File: config.mk
export PLATFORM = sky130hd
export DESIGN_NAME = io_expander
export DESIGN_NICKNAME = d
export VERILOG_FILES = /design/src/logic/alert_tracker.v /design/src/logic/io_expander.v /design/src/logic/line_filter.v
export VERILOG_INCLUDE_DIRS = /design/src /design/src/logic
export SDC_FILE = /design/constraint.sdc
export NUM_CORES = 1
export LEC_CHECK = 0
export BUFFER_PORTS_ARGS = -buffer_cell sky130_fd_sc_hd__buf_2
export CAP_MARGIN = 20
export CORE_MARGIN = 2
export CORE_UTILIZATION = 44
export CTS_BUF_LIST = sky130_fd_sc_hd__clkbuf_4
export CTS_CLUSTER_SIZE = 30
export DETAILED_ROUTE_END_ITERATION = 8
export HOLD_SLACK_MARGIN = 0.1
export PLACE_DENSITY = 0.72
export SETUP_SLACK_MARGIN = 0.1
export SLEW_MARGIN = 20
export SYNTH_ARGS = -nofsm -noshare
export SYNTH_HDL_FRONTEND = slang
export SYNTH_SLANG_ARGS = --single-unit
File: constraint.sdc
create_clock -name clk_in -period 2.8 [get_ports clk_in]
set_clock_uncertainty 0.1 [all_clocks]
set_input_delay 0.56 -clock clk_in [delete_from_list [all_inputs] [get_ports clk_in]]
set_output_delay 0.56 -clock clk_in [all_outputs]
set_load 0.03 [all_outputs]
File: src/logic/io_expander_consts.vh
// Notes on behaviour
// - While reset is low, all registers and the bus state machine return to defaults.
// - After reset goes high, normal operation resumes for pins and bus.
// - Power-on reset holds the part in reset, then initialises everything to defaults.
// - Input pins have both high-side and low-side drivers switched off.
// - Output pins drive high or low per the output register bit.
// - Any edge on an input pin raises the alert after the alert valid delay.
// - Alert clears when pins return to captured value or input register is read.
// - Read clear happens at the acknowledge bit after SCL rises; changes then may vanish.
// - After clearing, every later input change raises the alert again.
// - Traffic for other devices and output pins never affect the alert.
// - Switching a pin from output to input may raise a tolerated alert.
// - Alert output is open-drain active low, pulling low only.
// - Device acknowledges its own address by holding SDA low through the ack pulse.
// - SDA stable while SCL high for data; SDA change during SCL high is START/STOP.
// - Any number of bytes per transfer, each eight bits plus one acknowledge.
// - Transmitter releases SDA before ack; acknowledger holds SDA low during ack high.
// - On master not-acknowledge the device releases SDA so the master can STOP.
// - Byte after write address is the pointer; two low bits pick the register.
// - Address is 11100 plus two select pins; last bit high means read.
// - Input register shows all pin levels with inversion applied; writes ignored.
// - Configuration bit one means input, zero output; resets to all ones.
`ifndef IO_EXPANDER_CONSTS_VH
`define IO_EXPANDER_CONSTS_VH

// Slave address upper bits
`define ADDR_FIXED_BITS    5'h1C
// Register pointer codes
`define REG_INPUT          2'h0
`define REG_OUTPUT         2'h1
`define REG_POLARITY       2'h2
`define REG_CONFIG         2'h3
// Reset values
`define RST_OUTPUT         8'hFF
`define RST_POLARITY       8'h00
`define RST_CONFIG         8'hFF
`define RST_POINTER        8'h00
// Timing
`define CLK_PERIOD_NS      10
`define ALERT_DELAY_NS     4000
`define ALERT_DELAY_CYC    (`ALERT_DELAY_NS / `CLK_PERIOD_NS)
`define GLITCH_FILTER_CYC  4'h5

`endif

File: src/logic/alert_tracker.v
`timescale 1ns/10ps
// Input change detector with delayed active-high alert flag
module alert_tracker (
  // Clock and reset
  input  wire       clk_in,
  input  wire       rst_n_in,
  // Current adjusted inputs and capture strobe
  input  wire [7:0] pin_value_in,
  input  wire [7:0] input_mask_in,
  input  wire       capture_in,
  // Alert
  output wire       alert_active_out
);
`include "io_expander_consts.vh"

  reg [7:0]  snap_q;
  reg [11:0] delay_q;
  reg        alert_q;
  wire       differ;

  // Output pins masked off so they never alert; a direction flip may alert
  assign differ = |((pin_value_in ^ snap_q) & input_mask_in);

  // Snapshot taken on input read; difference vanishes when pins return
  always @(posedge clk_in) begin
    if (!rst_n_in) begin
      snap_q <= 8'h00;
    end else if (capture_in) begin
      snap_q <= pin_value_in;
    end
  end

  // Alert only after difference stood for the valid delay
  always @(posedge clk_in) begin
    if (!rst_n_in) begin
      delay_q <= 12'h000;
      alert_q <= 1'b0;
    end else if (!differ || capture_in) begin
      delay_q <= 12'h000;
      alert_q <= 1'b0;
    end else if (delay_q == `ALERT_DELAY_CYC - 1) begin
      alert_q <= 1'b1;
    end else begin
      delay_q <= delay_q + 12'h001;
    end
  end

  assign alert_active_out = alert_q;
endmodule

File: src/logic/io_expander.v
`timescale 1ns/10ps
// Eight-bit two-wire I/O expander
module io_expander (
  // Clock and reset
  input  wire       clk_in,
  input  wire       rst_n_in,
  // Device reset pin and power-on reset
  input  wire       ext_reset_n_in,
  input  wire       por_n_in,
  // Address straps
  input  wire       addr_select_bit0_in,
  input  wire       addr_select_bit1_in,
  // Two-wire bus
  input  wire       scl_in,
  input  wire       sda_in,
  output wire       sda_out,
  output wire       sda_oe_out,
  // Port pins
  input  wire [7:0] port_pins_in,
  output wire [7:0] port_pins_out,
  output wire [7:0] port_pins_oe_out,
  output wire [7:0] high_side_driver_out,
  output wire [7:0] low_side_driver_out,
  // Alert, open drain
  output wire       alert_n_out,
  output wire       alert_n_oe_out
);
`include "io_expander_consts.vh"

  //--------------------------------------------------
  // Reset combining and synchronising
  //--------------------------------------------------
  reg  [1:0] rst_sync_q;
  reg  [1:0] por_sync_q;
  reg  [1:0] a0_sync_q;
  reg  [1:0] a1_sync_q;
  wire       soft_rst_n;

  // Pin and power-on resets each pass two flops; no gate ahead of the first
  always @(posedge clk_in) begin
    if (!rst_n_in) begin
      rst_sync_q <= 2'b00;
      por_sync_q <= 2'b00;
    end else begin
      rst_sync_q <= {rst_sync_q[0], ext_reset_n_in};
      por_sync_q <= {por_sync_q[0], por_n_in};
    end
  end
  assign soft_rst_n = rst_n_in & rst_sync_q[1] & por_sync_q[1];

  // Address straps synchronised
  always @(posedge clk_in) begin
    if (!soft_rst_n) begin
      a0_sync_q <= 2'b00;
      a1_sync_q <= 2'b00;
    end else begin
      a0_sync_q <= {a0_sync_q[0], addr_select_bit0_in};
      a1_sync_q <= {a1_sync_q[0], addr_select_bit1_in};
    end
  end

  //--------------------------------------------------
  // Pin synchronisers
  //--------------------------------------------------
  reg  [7:0] pin_meta_q;
  reg  [7:0] pin_sync_q;
  reg  [7:0] output_q;
  reg  [7:0] polarity_q;
  reg  [7:0] config_q;
  wire [7:0] pin_value;

  always @(posedge clk_in) begin
    if (!soft_rst_n) begin
      pin_meta_q <= 8'h00;
      pin_sync_q <= 8'h00;
    end else begin
      pin_meta_q <= port_pins_in;
      pin_sync_q <= pin_meta_q;
    end
  end
  // Every pin reported, inversion applied
  assign pin_value = pin_sync_q ^ polarity_q;

  //--------------------------------------------------
  // Bus line filtering and condition decode
  //--------------------------------------------------
  wire scl_f;
  wire sda_f;
  reg  scl_d1_q;
  reg  sda_d1_q;
  wire scl_rise;
  wire scl_fall;
  wire start_cond;
  wire stop_cond;

  line_filter u_scl_filter (
    .clk_in    (clk_in),
    .rst_n_in  (soft_rst_n),
    .line_in   (scl_in),
    .level_out (scl_f)
  );
  line_filter u_sda_filter (
    .clk_in    (clk_in),
    .rst_n_in  (soft_rst_n),
    .line_in   (sda_in),
    .level_out (sda_f)
  );

  always @(posedge clk_in) begin
    if (!soft_rst_n) begin
      scl_d1_q <= 1'b1;
      sda_d1_q <= 1'b1;
    end else begin
      scl_d1_q <= scl_f;
      sda_d1_q <= sda_f;
    end
  end
  assign scl_rise   = scl_f & ~scl_d1_q;
  assign scl_fall   = ~scl_f & scl_d1_q;
  // SDA moving while SCL high is a bus condition, not data
  assign start_cond = scl_f & scl_d1_q & sda_d1_q & ~sda_f;
  assign stop_cond  = scl_f & scl_d1_q & ~sda_d1_q & sda_f;

  //--------------------------------------------------
  // Slave state machine
  //--------------------------------------------------
  localparam ST_IDLE  = 6'b000001;
  localparam ST_ADDR  = 6'b000010;
  localparam ST_WACK  = 6'b000100;
  localparam ST_WRITE = 6'b001000;
  localparam ST_READ  = 6'b010000;
  localparam ST_RACK  = 6'b100000;

  reg [5:0] state_q;
  reg [7:0] shift_q;
  reg [3:0] bit_cnt_q;
  reg       is_read_q;
  reg       got_ptr_q;
  reg       ack_pend_q;
  reg       sda_drv_q;
  wire [7:0] read_byte;
  reg [7:0] pointer_q;
  reg       read_clear;

  // Register read mux, used for load and reload
  function [7:0] reg_read;
    input [1:0] sel;
    input [7:0] pv;
    input [7:0] o;
    input [7:0] p;
    input [7:0] c;
    begin
      case (sel)
        `REG_INPUT:    reg_read = pv;
        `REG_OUTPUT:   reg_read = o;
        `REG_POLARITY: reg_read = p;
        default:       reg_read = c;
      endcase
    end
  endfunction

  // Address match: fixed upper bits then strap pins
  function addr_match;
    input [6:0] a;
    input       s1;
    input       s0;
    begin
      addr_match = (a == {`ADDR_FIXED_BITS, s1, s0});
    end
  endfunction

  // Byte to send, taken from the register the pointer selects
  assign read_byte = reg_read(pointer_q[1:0], pin_value, output_q, polarity_q, config_q);

  always @(posedge clk_in) begin
    read_clear <= 1'b0;
    if (!soft_rst_n) begin
      state_q    <= ST_IDLE;
      shift_q    <= 8'h00;
      bit_cnt_q  <= 4'h0;
      is_read_q  <= 1'b0;
      got_ptr_q  <= 1'b0;
      ack_pend_q <= 1'b0;
      sda_drv_q  <= 1'b0;
      pointer_q  <= `RST_POINTER;
      output_q   <= `RST_OUTPUT;
      polarity_q <= `RST_POLARITY;
      config_q   <= `RST_CONFIG;
      read_clear <= 1'b0;
    end else if (start_cond) begin
      state_q   <= ST_ADDR;
      bit_cnt_q <= 4'h0;
      got_ptr_q <= 1'b0;
      sda_drv_q <= 1'b0;
    end else if (stop_cond) begin
      state_q   <= ST_IDLE;
      sda_drv_q <= 1'b0;
    end else begin
      case (state_q)
        ST_IDLE: begin
          sda_drv_q <= 1'b0;
        end
        ST_ADDR, ST_WRITE: begin
          // Sample on rise, MSB first
          if (scl_rise) begin
            shift_q   <= {shift_q[6:0], sda_f};
            bit_cnt_q <= bit_cnt_q + 4'h1;
          end
          if (scl_fall && bit_cnt_q == 4'h8) begin
            bit_cnt_q <= 4'h0;
            if (state_q == ST_ADDR) begin
              if (addr_match(shift_q[7:1], a1_sync_q[1], a0_sync_q[1])) begin
                is_read_q <= shift_q[0];
                sda_drv_q <= 1'b1;
                state_q   <= ST_WACK;
              end else begin
                state_q <= ST_IDLE;
              end
            end else begin
              if (!got_ptr_q) begin
                pointer_q <= shift_q;
                got_ptr_q <= 1'b1;
              end else begin
                case (pointer_q[1:0])
                  `REG_OUTPUT:   output_q   <= shift_q;
                  `REG_POLARITY: polarity_q <= shift_q;
                  `REG_CONFIG:   config_q   <= shift_q;
                  default:       output_q   <= output_q;
                endcase
              end
              sda_drv_q <= 1'b1;
              state_q   <= ST_WACK;
            end
          end
        end
        ST_WACK: begin
          // Ack held low through the whole high phase
          if (scl_fall) begin
            if (is_read_q) begin
              shift_q   <= read_byte;
              sda_drv_q <= ~read_byte[7];
              bit_cnt_q <= 4'h1;
              state_q   <= ST_READ;
            end else begin
              sda_drv_q <= 1'b0;
              bit_cnt_q <= 4'h0;
              state_q   <= ST_WRITE;
            end
          end
        end
        ST_READ: begin
          // Only pull low for zero bits; ones are released
          if (scl_fall) begin
            if (bit_cnt_q == 4'h8) begin
              sda_drv_q <= 1'b0;
              state_q   <= ST_RACK;
            end else begin
              sda_drv_q <= ~shift_q[7 - bit_cnt_q[2:0]];
              bit_cnt_q <= bit_cnt_q + 4'h1;
            end
          end
        end
        ST_RACK: begin
          if (scl_rise) begin
            ack_pend_q <= ~sda_f;
            if (pointer_q[1:0] == `REG_INPUT) begin
              read_clear <= 1'b1;
            end
          end
          if (scl_fall) begin
            if (ack_pend_q) begin
              shift_q   <= read_byte;
              sda_drv_q <= ~read_byte[7];
              bit_cnt_q <= 4'h1;
              state_q   <= ST_READ;
            end else begin
              sda_drv_q <= 1'b0;
              state_q   <= ST_IDLE;
            end
          end
        end
        default: begin
          state_q <= ST_IDLE;
        end
      endcase
    end
  end

  // SDA open drain: only drives low
  assign sda_out    = 1'b0;
  assign sda_oe_out = sda_drv_q;

  //--------------------------------------------------
  // Port drivers
  //--------------------------------------------------
  assign high_side_driver_out = ~config_q & output_q;
  assign low_side_driver_out  = ~config_q & ~output_q;
  assign port_pins_out        = output_q;
  assign port_pins_oe_out     = ~config_q;

  //--------------------------------------------------
  // Alert
  //--------------------------------------------------
  wire alert_active;

  alert_tracker u_alert (
    .clk_in           (clk_in),
    .rst_n_in         (soft_rst_n),
    .pin_value_in     (pin_value),
    .input_mask_in    (config_q),
    .capture_in       (read_clear),
    .alert_active_out (alert_active)
  );

  // Pulls low only; pull-up gives the idle level
  assign alert_n_out    = 1'b0;
  assign alert_n_oe_out = alert_active;
endmodule

File: src/logic/line_filter.v
`timescale 1ns/10ps
// Two-flop synchroniser plus stable-count glitch filter
module line_filter (
  // Clock and reset
  input  wire clk_in,
  input  wire rst_n_in,
  // Raw line and clean level
  input  wire line_in,
  output wire level_out
);
`include "io_expander_consts.vh"

  reg       meta_q;
  reg       sync_q;
  reg       level_q;
  reg [3:0] count_q;

  // Synchroniser; first flop read only by second
  always @(posedge clk_in) begin
    if (!rst_n_in) begin
      meta_q <= 1'b1;
      sync_q <= 1'b1;
    end else begin
      meta_q <= line_in;
      sync_q <= meta_q;
    end
  end

  // Accept a new level only after it stays stable, rejecting spikes
  always @(posedge clk_in) begin
    if (!rst_n_in) begin
      level_q <= 1'b1;
      count_q <= 4'h0;
    end else if (sync_q == level_q) begin
      count_q <= 4'h0;
    end else if (count_q == `GLITCH_FILTER_CYC) begin
      level_q <= sync_q;
      count_q <= 4'h0;
    end else begin
      count_q <= count_q + 4'h1;
    end
  end

  assign level_out = level_q;
endmodule

==> results of run 1 <==
area by class of cell:
class | instances | area, um2 | share of cell area, %
clock buffer | 10 | 75.1 | 1.36
inverter | 18 | 67.6 | 1.23
antenna | 1 | 2.50 | 0.0454
multi-input combinational | 396 | 2590 | 47.0
tap | 140 | 175 | 3.18
timing repair buffer | 61 | 335 | 6.08
clock inverter | 6 | 60.1 | 1.09
sequential | 110 | 2200 | 40.0
worst max-delay path, stage by stage (launching register included):
cell	delay [ns]
dfxtp_1	0.38
or4_4	0.57
or3b_4	0.42
and4bb_4	0.23
o211a_1	0.31
or3b_1	0.38
a21oi_1	0.15
Yosys cell counts (all sizes together) (2+ instances only):
master  count  share of area, %
dfxtp     110                44
nor2       68               5.1
nand2      38               2.9
o21ai      31               3.1
mux2i      27               5.4
and2       26               3.3
xnor2      22               3.9
nand3      19               1.9
a211oi     18               2.8
a21oi      18               1.8
clkbuf     18               1.4
inv        18               1.4
xor2       17               3.0
nor2b      14               1.8
buf        11               1.5
o211ai      9               1.4
a221oi      8               1.4
ha          7               1.8
nand2b      7              0.88
nand4       7               1.0
nor3        7              0.80
a22oi       5              0.75
and3        4              0.50
nand3b      4              0.60
nor3b       4              0.83
nor4        4              0.80
and4        3              0.53
nand4b      3              0.53
a31oi       2              0.25
a32o        2              0.40
mux4        2              0.90
or3b        2              0.40
or4         2              0.38
cell families (layout without fill, tap and decap cells):
family	after synthesis	in the layout	synth area share (%)
DFF	110	110	44.1
and+or+nand+nor	217	217	23.2
other	1	3	0.0752
adders and majority gates	7	7	1.76
muxes	30	30	6.54
buffers and inverters	47	95	4.21
AOI/OAI and AO/OA	101	101	13.3
xor gates and xnor gates	39	39	6.85
sequential cells by signal, indices dropped and copies added (netlist names), 2 cells and up:
register	flops
u_alert.delay_q	12
u_alert.snap_q	8
a1_sync_q	2
rst_sync_q	2
a0_sync_q	2
polarity_q	8
pin_sync_q	8
state_q	6
bit_cnt_q	4
u_sda_filter.count_q	4
pin_meta_q	8
por_sync_q	2
port_pins_out	8
pointer_q	2
shift_q	8
config_q	8
u_scl_filter.count_q	4
path summary, 6_finish.rpt:
path              slack, ns  cells past startpoint                           start                             end
setup reg to reg       0.20                      6         state_q[0]$_SDFFE_PN1P_         state_q[1]$_SDFFE_PN0P_
setup / recovery       0.20                      6         state_q[0]$_SDFFE_PN1P_         state_q[1]$_SDFFE_PN0P_
hold reg to reg        0.33                      1  u_scl_filter.meta_q$_SDFF_PN1_  u_scl_filter.sync_q$_SDFF_PN1_
hold / removal         0.18                      2                          sda_in  u_sda_filter.meta_q$_SDFF_PN1_
report_power, final:
group	internal (mW)	switching, mW	total (mW)
Combinational	0.00974	0.00924	0.0190
Clock	0.281	0.495	0.777
Sequential	1.57	0.000837	1.57
Total	1.86	0.505	2.37
routing by layer:
metal | wire length, um | vias to the layer above
met2 | 5130 | 106
met1 | 5170 | 1917
met5 | 0 | -
met3 | 467 | 12
li1 | - | 2008
met4 | 127 | 0
repair_timing:
| action | 4_1_cts | 5_1_grt |
|---|---|---|
| hold buffers | 0 | 0 |
| resized for setup | 0 | 1 |
| setup endpoints to repair | 0 | 5 |
==> results_dict.tcl, run 1 <==
set metrics [dict create \
    cts_buffer_depth 2 \
    tritoncts "built" \
    cap_violations 0 \
    worst_pin_slew_ns 0.882 \
    start_util_pct 45.6 \
    viasPerCell 5.45 \
    antenna_found_initial 1 \
    min_period_ns 2.60 \
    wl_per_cell_um 14.7 \
    grt-busiest-layer "met2" \
    clk_latency_ns 0.45 \
    crit_required_ns 3.09 \
    critPathLaunchType "flip-flop" \
    rows 38 \
    hold_ws_ns 0.182 \
    syn_area_per_cell_um2 9.04 \
    cp.arrival_ns 2.89 \
    post-place-cells 725 \
    met2_usage_pct 29.9 \
    grt_overflow 0 \
    status "finished, final reports clean" \
    grt_max_degree 31 \
    yosysSeqAreaShare_pct 44.1 \
    netlist_instances 552 \
    async_reset_ff_share_pct 0 \
    grt_pass1_vias 3761 \
    power_mw 2.37 \
    htreeDepth 3 \
    layout_common_cells "dfxtp_1, nor2_1, buf_2" \
    clock_sinks 110 \
    setup_viol 0 \
    grt_first_pass_wirelength_mm 18.0 \
    numCtsBuffers 9 \
    dp_slack_ns 0.187 \
    clockRootBuffer "clkbuf_4" \
    clk_pin_slew_worst_paths_ns 0.15 \
    critPathMaxFanout 8 \
    vias 4043 \
    powerDensity_nw_per_um2 429 \
    end_kind "flip-flop" \
    ioPinCount 52 \
    core_um2 10900 \
    grt_util_met1_pct 23.1 \
    area_growth_pct 10.5 \
    final_common_cell "dfxtp_1" \
    antenna_left 0 \
    fin_ws_ns 0.205 \
    fin_area_um2 5510 \
    grt_util_all_layers_pct 17.7 \
    slew_viol_final 0 \
    die_x_um 110 \
    wl_mm 10.9 \
    fin_nets 619 \
    layoutNonFillerInstCount 742 \
    syn-cell-area_um2 4990 \
    die_h_um 110 \
    grt_setup_unrepaired "no" \
    placed_cell_area_um2 5370 \
    synth-main-ff-cell "dfxtp_1" \
    drc 0 \
    place.gp.congestion 0.833 \
    grt_use_met3_pct 3.02 \
    yosysUniqueCellTypes 59 \
    slew_headroom_pct 40.9 \
    timing.fmax_mhz 385 \
    final_util_pct 50.4 \
    drtIter0Drc 241 \
    p_leak_nw 2.09 \
    port_buffers 49 \
    ir_worst_vdd_mv 0.205 \
    dpl.hpwl_mm 7.84 \
    finalHoldViolCount 0 \
    yosysWarnings 0 \
    dieArea_um2 12200 \
    synth_edf_count 0 \
    fill_cells 1047 \
    tns_ns 0 \
    drt_first_pass_iters 5 \
    critPathKind "flip-flop to flip-flop" \
    ys_ff_latch 110 \
    drive_gt1_share_pct 14.6 \
    fin_crit_sh_pct 92.7 \
    hold_class "primary input to flip-flop" \
    post_cts_buffers 0 \
]
Power figures use the tool's default switching activity.
==> inputs of run 2 (changes only) <==
- CORE_ASPECT_RATIO: not set -> 1.75
==> run 2 against run 1 <==
Against the previous run: wire length rose by 5.3%; sequential share of layout area fell by 0.10 points; die area rose by 0.28%; clock power rose by 2%; design area rose by 0.25%; global-route usage rose by 1.4 points; largest power group unchanged; highest routed layer unchanged.
==> results_dict.tcl, run 2 (same netlist as run 1, synthesis figures left out) <==
set metrics [dict create \
    min_from "scl_in" \
    critPathMaxFanout 8 \
    antenna_left 0 \
    met2_usage_pct 35.5 \
    grt-busiest-layer "met2" \
    dp_slack_ns 0.205 \
    worst_pin_slew_ns 0.667 \
    r2r_start "state_q[0]$_SDFFE_PN1P_" \
    crit_required_ns 3.11 \
    fin_nets 622 \
    critPathKind "flip-flop to flip-flop" \
    grt_pass1_vias 3883 \
    fin_ws_ns 0.172 \
    clk_latency_ns 0.48 \
    rows 51 \
    hold_ws_ns 0.166 \
    netSwitchingPower_mw 0.527 \
    ioPinCount 52 \
    cts_hold_buf 0 \
    die_h_um 145 \
    combPwrFrac_pct 0.8 \
    reg2reg_to "state_q[1]$_SDFFE_PN0P_" \
    path_cells "or4_4, or3b_4, and4bb_4, o211a_1, or3b_1, a21oi_1" \
    insertedDiodeCount 0 \
    grt_util_all_layers_pct 19.2 \
    cts_buffer_depth 2 \
    slowest_delay_ns 0.57 \
    largest_register_ffs 12 \
    regMostFlops "u_alert.delay_q" \
    dieArea_um2 12200 \
    clock_power_share_pct 33.2 \
    fin_crit_sh_pct 93.9 \
    min_period_ns 2.63 \
    finalHoldViolCount 0 \
    seqPwrFrac_pct 66.0 \
    cap_violations 0 \
    dpl.hpwl_mm 8.48 \
    clock_sinks 110 \
    port_buffers 49 \
    drive_gt1_share_pct 15.1 \
    die_x_um 84.5 \
    layout_common_cells "dfxtp_1, nor2_1, buf_2" \
    slew_viol_final 0 \
    status "finished, final reports clean" \
    powerDensity_nw_per_um2 431 \
    end_kind "flip-flop" \
    wl_per_cell_um 15.6 \
    drtIter0Drc 203 \
    area_growth_pct 10.7 \
    wl_mm 11.5 \
    final_common_cell "dfxtp_1" \
    fill_cells 1052 \
    hold_depth 2 \
    clockRootBuffer "clkbuf_4" \
    final_util_pct 49.8 \
    tritoncts "built" \
    vias 4109 \
    p_int_mw 1.85 \
    holdPathEnd "u_scl_filter.meta_q$_SDFF_PN1_" \
    grt_overflow 0 \
    setup_viol 0 \
    post_cts_buffers 0 \
    grt_first_pass_wirelength_mm 18.6 \
    place.gp.congestion 0.969 \
    reg2reg_slack_ns 0.17 \
    core_um2 11100 \
    ir_worst_vdd_mv 0.263 \
    viasPerCell 5.58 \
    drc 0 \
    numCtsBuffers 9 \
    htreeDepth 3 \
    swShare_pct 22.1 \
    start_util_pct 44.9 \
    clk_pin_slew_worst_paths_ns 0.15 \
    hold_class "primary input to flip-flop" \
    grt_util_met1_pct 20.5 \
    drt_first_pass_iters 5 \
    grt_max_degree 37 \
    grt_setup_unrepaired "no" \
    cp.arrival_ns 2.93 \
    layoutNonFillerInstCount 736 \
    rr_worst_depth 6 \
    timing.fmax_mhz 381 \
    slew_headroom_pct 55.5 \
    p_leak_nw 2.08 \
    antenna_found_initial 0 \
    tns_ns 0 \
    crit_slowest_cell "or4_4" \
    post-place-cells 720 \
    critPathLaunchType "flip-flop" \
    ctsResizeCount 0 \
    grt_use_met3_pct 3.86 \
]
-- run 2: critical path: cells and delay by family (launching register included) --
kind / cells / cell delay (ns)
AND/OR/NAND/NOR: 4 / 1.59
AO/OA/AOI/OAI: 2 / 0.48
flip-flops: 1 / 0.40
-- run 2: layer usage --
layer  wire length [um]  share of wire [%]  vias to the layer above
li1                   -                  -                     2007
met1               4370                 38                     1928
met2               6190                 54                      139
met3                507                4.4                       35
met4                402                3.5                        0
met5                  0                  0                        -
-- run 2: area by class of cell --
cell class / instances / area, um2 / area share [%]
multi-input combinational: 396 / 2590 / 46.9
sequential: 110 / 2200 / 39.9
timing repair buffer: 64 / 358 / 6.48
tap: 132 / 165 / 2.99
clock inverter: 7 / 70.1 / 1.27
clock buffer: 9 / 67.6 / 1.22
inverter: 18 / 67.6 / 1.22
-- run 2: how the worst max path moves through the flow --
stage | start | end | slack (ns) | cells after the start
floorplan | state_q[2]$_SDFFE_PP0P_ | state_q[1]$_SDFFE_PN0P_ | 0.28 | 8
global placement | state_q[2]$_SDFFE_PP0P_ | state_q[1]$_SDFFE_PN0P_ | 0.24 | 6
finish | state_q[0]$_SDFFE_PN1P_ | state_q[1]$_SDFFE_PN0P_ | 0.17 | 6
detailed placement | state_q[2]$_SDFFE_PP0P_ | state_q[1]$_SDFFE_PN0P_ | 0.20 | 6
global route | state_q[0]$_SDFFE_PN1P_ | state_q[1]$_SDFFE_PN0P_ | 0.10 | 6
CTS | state_q[2]$_SDFFE_PP0P_ | state_q[1]$_SDFFE_PN0P_ | 0.14 | 6
-- run 2: metrics by stage --
stage | area, um2 | total power [mW]
4_1_cts | 5510 | 2.40
6_report | 5530 | 2.38
3_3_place_gp | 5370 | 1.62
3_5_place_dp | 5370 | 1.62
2_1_floorplan | 4990 | 1.61
5_1_grt | 5530 | 2.47
-- run 2: power groups by stage --
| stage | combinational (mW) | clock (mW) | sequential [mW] |
|---|---|---|---|
| 2_1_floorplan | 0.0101 | 0 | 1.60 |
| 3_3_place_gp | 0.0187 | 0 | 1.60 |
| 3_5_place_dp | 0.0190 | 0 | 1.60 |
| 4_1_cts | 0.0191 | 0.812 | 1.57 |
| 5_1_grt | 0.0210 | 0.876 | 1.57 |
| 6_report | 0.0189 | 0.790 | 1.57 |
==> inputs of run 3 (changes only) <==
- BUFFER_PORTS_ARGS: -buffer_cell sky130_fd_sc_hd__buf_2 -> -buffer_cell sky130_fd_sc_hd__buf_4
==> run 3 against run 2 <==
Against the previous run: sequential share of layout area is 0.75 points lower; design area increased by 1.9%; highest routed layer unchanged; worst setup slack improved by 0.039 ns; register-to-register slack gained 0.04 ns; critical path type unchanged; hold slack gained 0.011 ns; non-clock buffer count down 1; via count shrank 2.0%.
==> results_dict.tcl, run 3 (same netlist as run 1, synthesis figures left out) <==
set metrics [dict create \
    status "finished, final reports clean" \
    fin_area_um2 5630 \
    cap_violations 0 \
    tritoncts "built" \
    core_um2 11100 \
    fill_cells 1057 \
    htreeDepth 3 \
    grt_util_all_layers_pct 18.2 \
    fin_crit_sh_pct 92.5 \
    clock_sinks 110 \
    cp.arrival_ns 2.86 \
    critPathMaxFanout 6 \
    wl_mm 11.0 \
    post_cts_buffers 0 \
    drtIter0Drc 230 \
    tns_ns 0 \
    grt_pass1_vias 3871 \
    clockRootBuffer "clkbuf_4" \
    fin_nets 621 \
    crit_required_ns 3.07 \
    vias 4028 \
    drc 0 \
    min_period_ns 2.59 \
    path_delay_family "simple AND/OR/NAND/NOR gates" \
    setup_viol 0 \
    clk_latency_ns 0.46 \
    regMostFlops "u_alert.delay_q" \
    grt_overflow 0 \
    dieArea_um2 12200 \
    layout_common_cells "dfxtp_1, nor2_1, buf_4" \
    p_leak_nw 2.10 \
    slew_headroom_pct 52.9 \
    cp_num_buf_inv 0 \
    post-place-cells 719 \
    rows 51 \
    antenna_left 0 \
    critPathLaunchType "flip-flop" \
    ioPinCount 52 \
    clk_pin_slew_worst_paths_ns 0.15 \
    die_h_um 145 \
    timing.fmax_mhz 386 \
    path_cells "or4_4, or3b_4, and4bb_4, nor4_4, o21ai_1, a32o_1" \
    slew_viol_final 0 \
    layoutNonFillerInstCount 735 \
    die_x_um 84.5 \
    dpl.hpwl_mm 8.26 \
    slowest_delay_ns 0.57 \
    area_growth_pct 12.8 \
    drive_gt1_share_pct 14.8 \
    final_util_pct 50.7 \
    antenna_found_initial 1 \
    end_kind "flip-flop" \
    worst_pin_slew_ns 0.706 \
    finalHoldViolCount 0 \
    final_common_cell "dfxtp_1" \
    viasPerCell 5.48 \
    port_buffers 49 \
    wl_per_cell_um 15.0 \
    start_util_pct 44.9 \
    largest_register_ffs 12 \
    critPathKind "flip-flop to flip-flop" \
    crit_slowest_cell "or4_4" \
    numCtsBuffers 9 \
    ir_worst_vdd_mv 0.291 \
    grt_first_pass_wirelength_mm 17.8 \
    hold_class "primary input to flip-flop" \
    powerDensity_nw_per_um2 420 \
    cts_buffer_depth 2 \
    grt_max_degree 47 \
    grt_setup_unrepaired "no" \
    drt_first_pass_iters 6 \
    placed_cell_area_um2 5490 \
    place.gp.congestion 0.837 \
]
run 3: cell count changes in the layout (fill, tap and decap cells not counted), sizes merged:
cell	delta
diode	+1
clkinvlp	-2
inv	-1
buf	-1
clkinv	+2
run 3: layout make-up:
type                    instances  area (um2)  share of cell area, %
diodes                          1        2.50                 0.0445
clock buffers                   9        67.6                   1.20
clock inverters                 6        62.6                   1.11
inverters                      18        67.6                   1.20
multi-input cells             396        2590                   46.0
flip-flops and latches        110        2200                   39.1
well taps                     132         165                   2.93
repair buffers                 63         473                   8.40
run 3: where the power goes:
part | switching [mW] | leakage, nW | internal, mW | total (mW)
registers | 0.000823 | 0.888 | 1.57 | 1.57
clock network | 0.498 | 0.0759 | 0.269 | 0.767
logic | 0.00901 | 1.14 | 0.0154 | 0.0245
run 3: metrics by stage:
stage          setup slack, ns  power [mW]  hold WS (ns)
2_1_floorplan            0.278        1.61         0.286
3_3_place_gp             0.264        1.63         0.290
3_5_place_dp             0.201        1.63         0.297
4_1_cts                  0.197        2.39         0.153
5_1_grt                  0.112        2.45         0.168
6_report                 0.211        2.36         0.177
run 3: timing repair:
action / CTS / global route
setup endpoints to repair: 0 / 1
hold buffers: 0 / 0
resized for setup: 0 / 1
run 3: final timing paths:
path	start	end	slack (ns)	depth (start not counted)
setup / recovery	state_q[0]$_SDFFE_PN1P_	bit_cnt_q[3]$_SDFFE_PP0P_	0.21	6
hold / removal	sda_in	u_sda_filter.meta_q$_SDFF_PN1_	0.18	2
setup reg to reg	state_q[0]$_SDFFE_PN1P_	bit_cnt_q[3]$_SDFFE_PP0P_	0.21	6
hold reg to reg	u_scl_filter.meta_q$_SDFF_PN1_	u_scl_filter.sync_q$_SDFF_PN1_	0.33	1
run 3: routing by layer:
layer  vias up  track usage [%]  part of all wire [%]
met3        35             2.84                   4.6
li1       2006                -                     -
met5         -                0                     0
met4         0             10.7                   4.1
met2       119             33.4                    53
met1      1868             19.4                    38
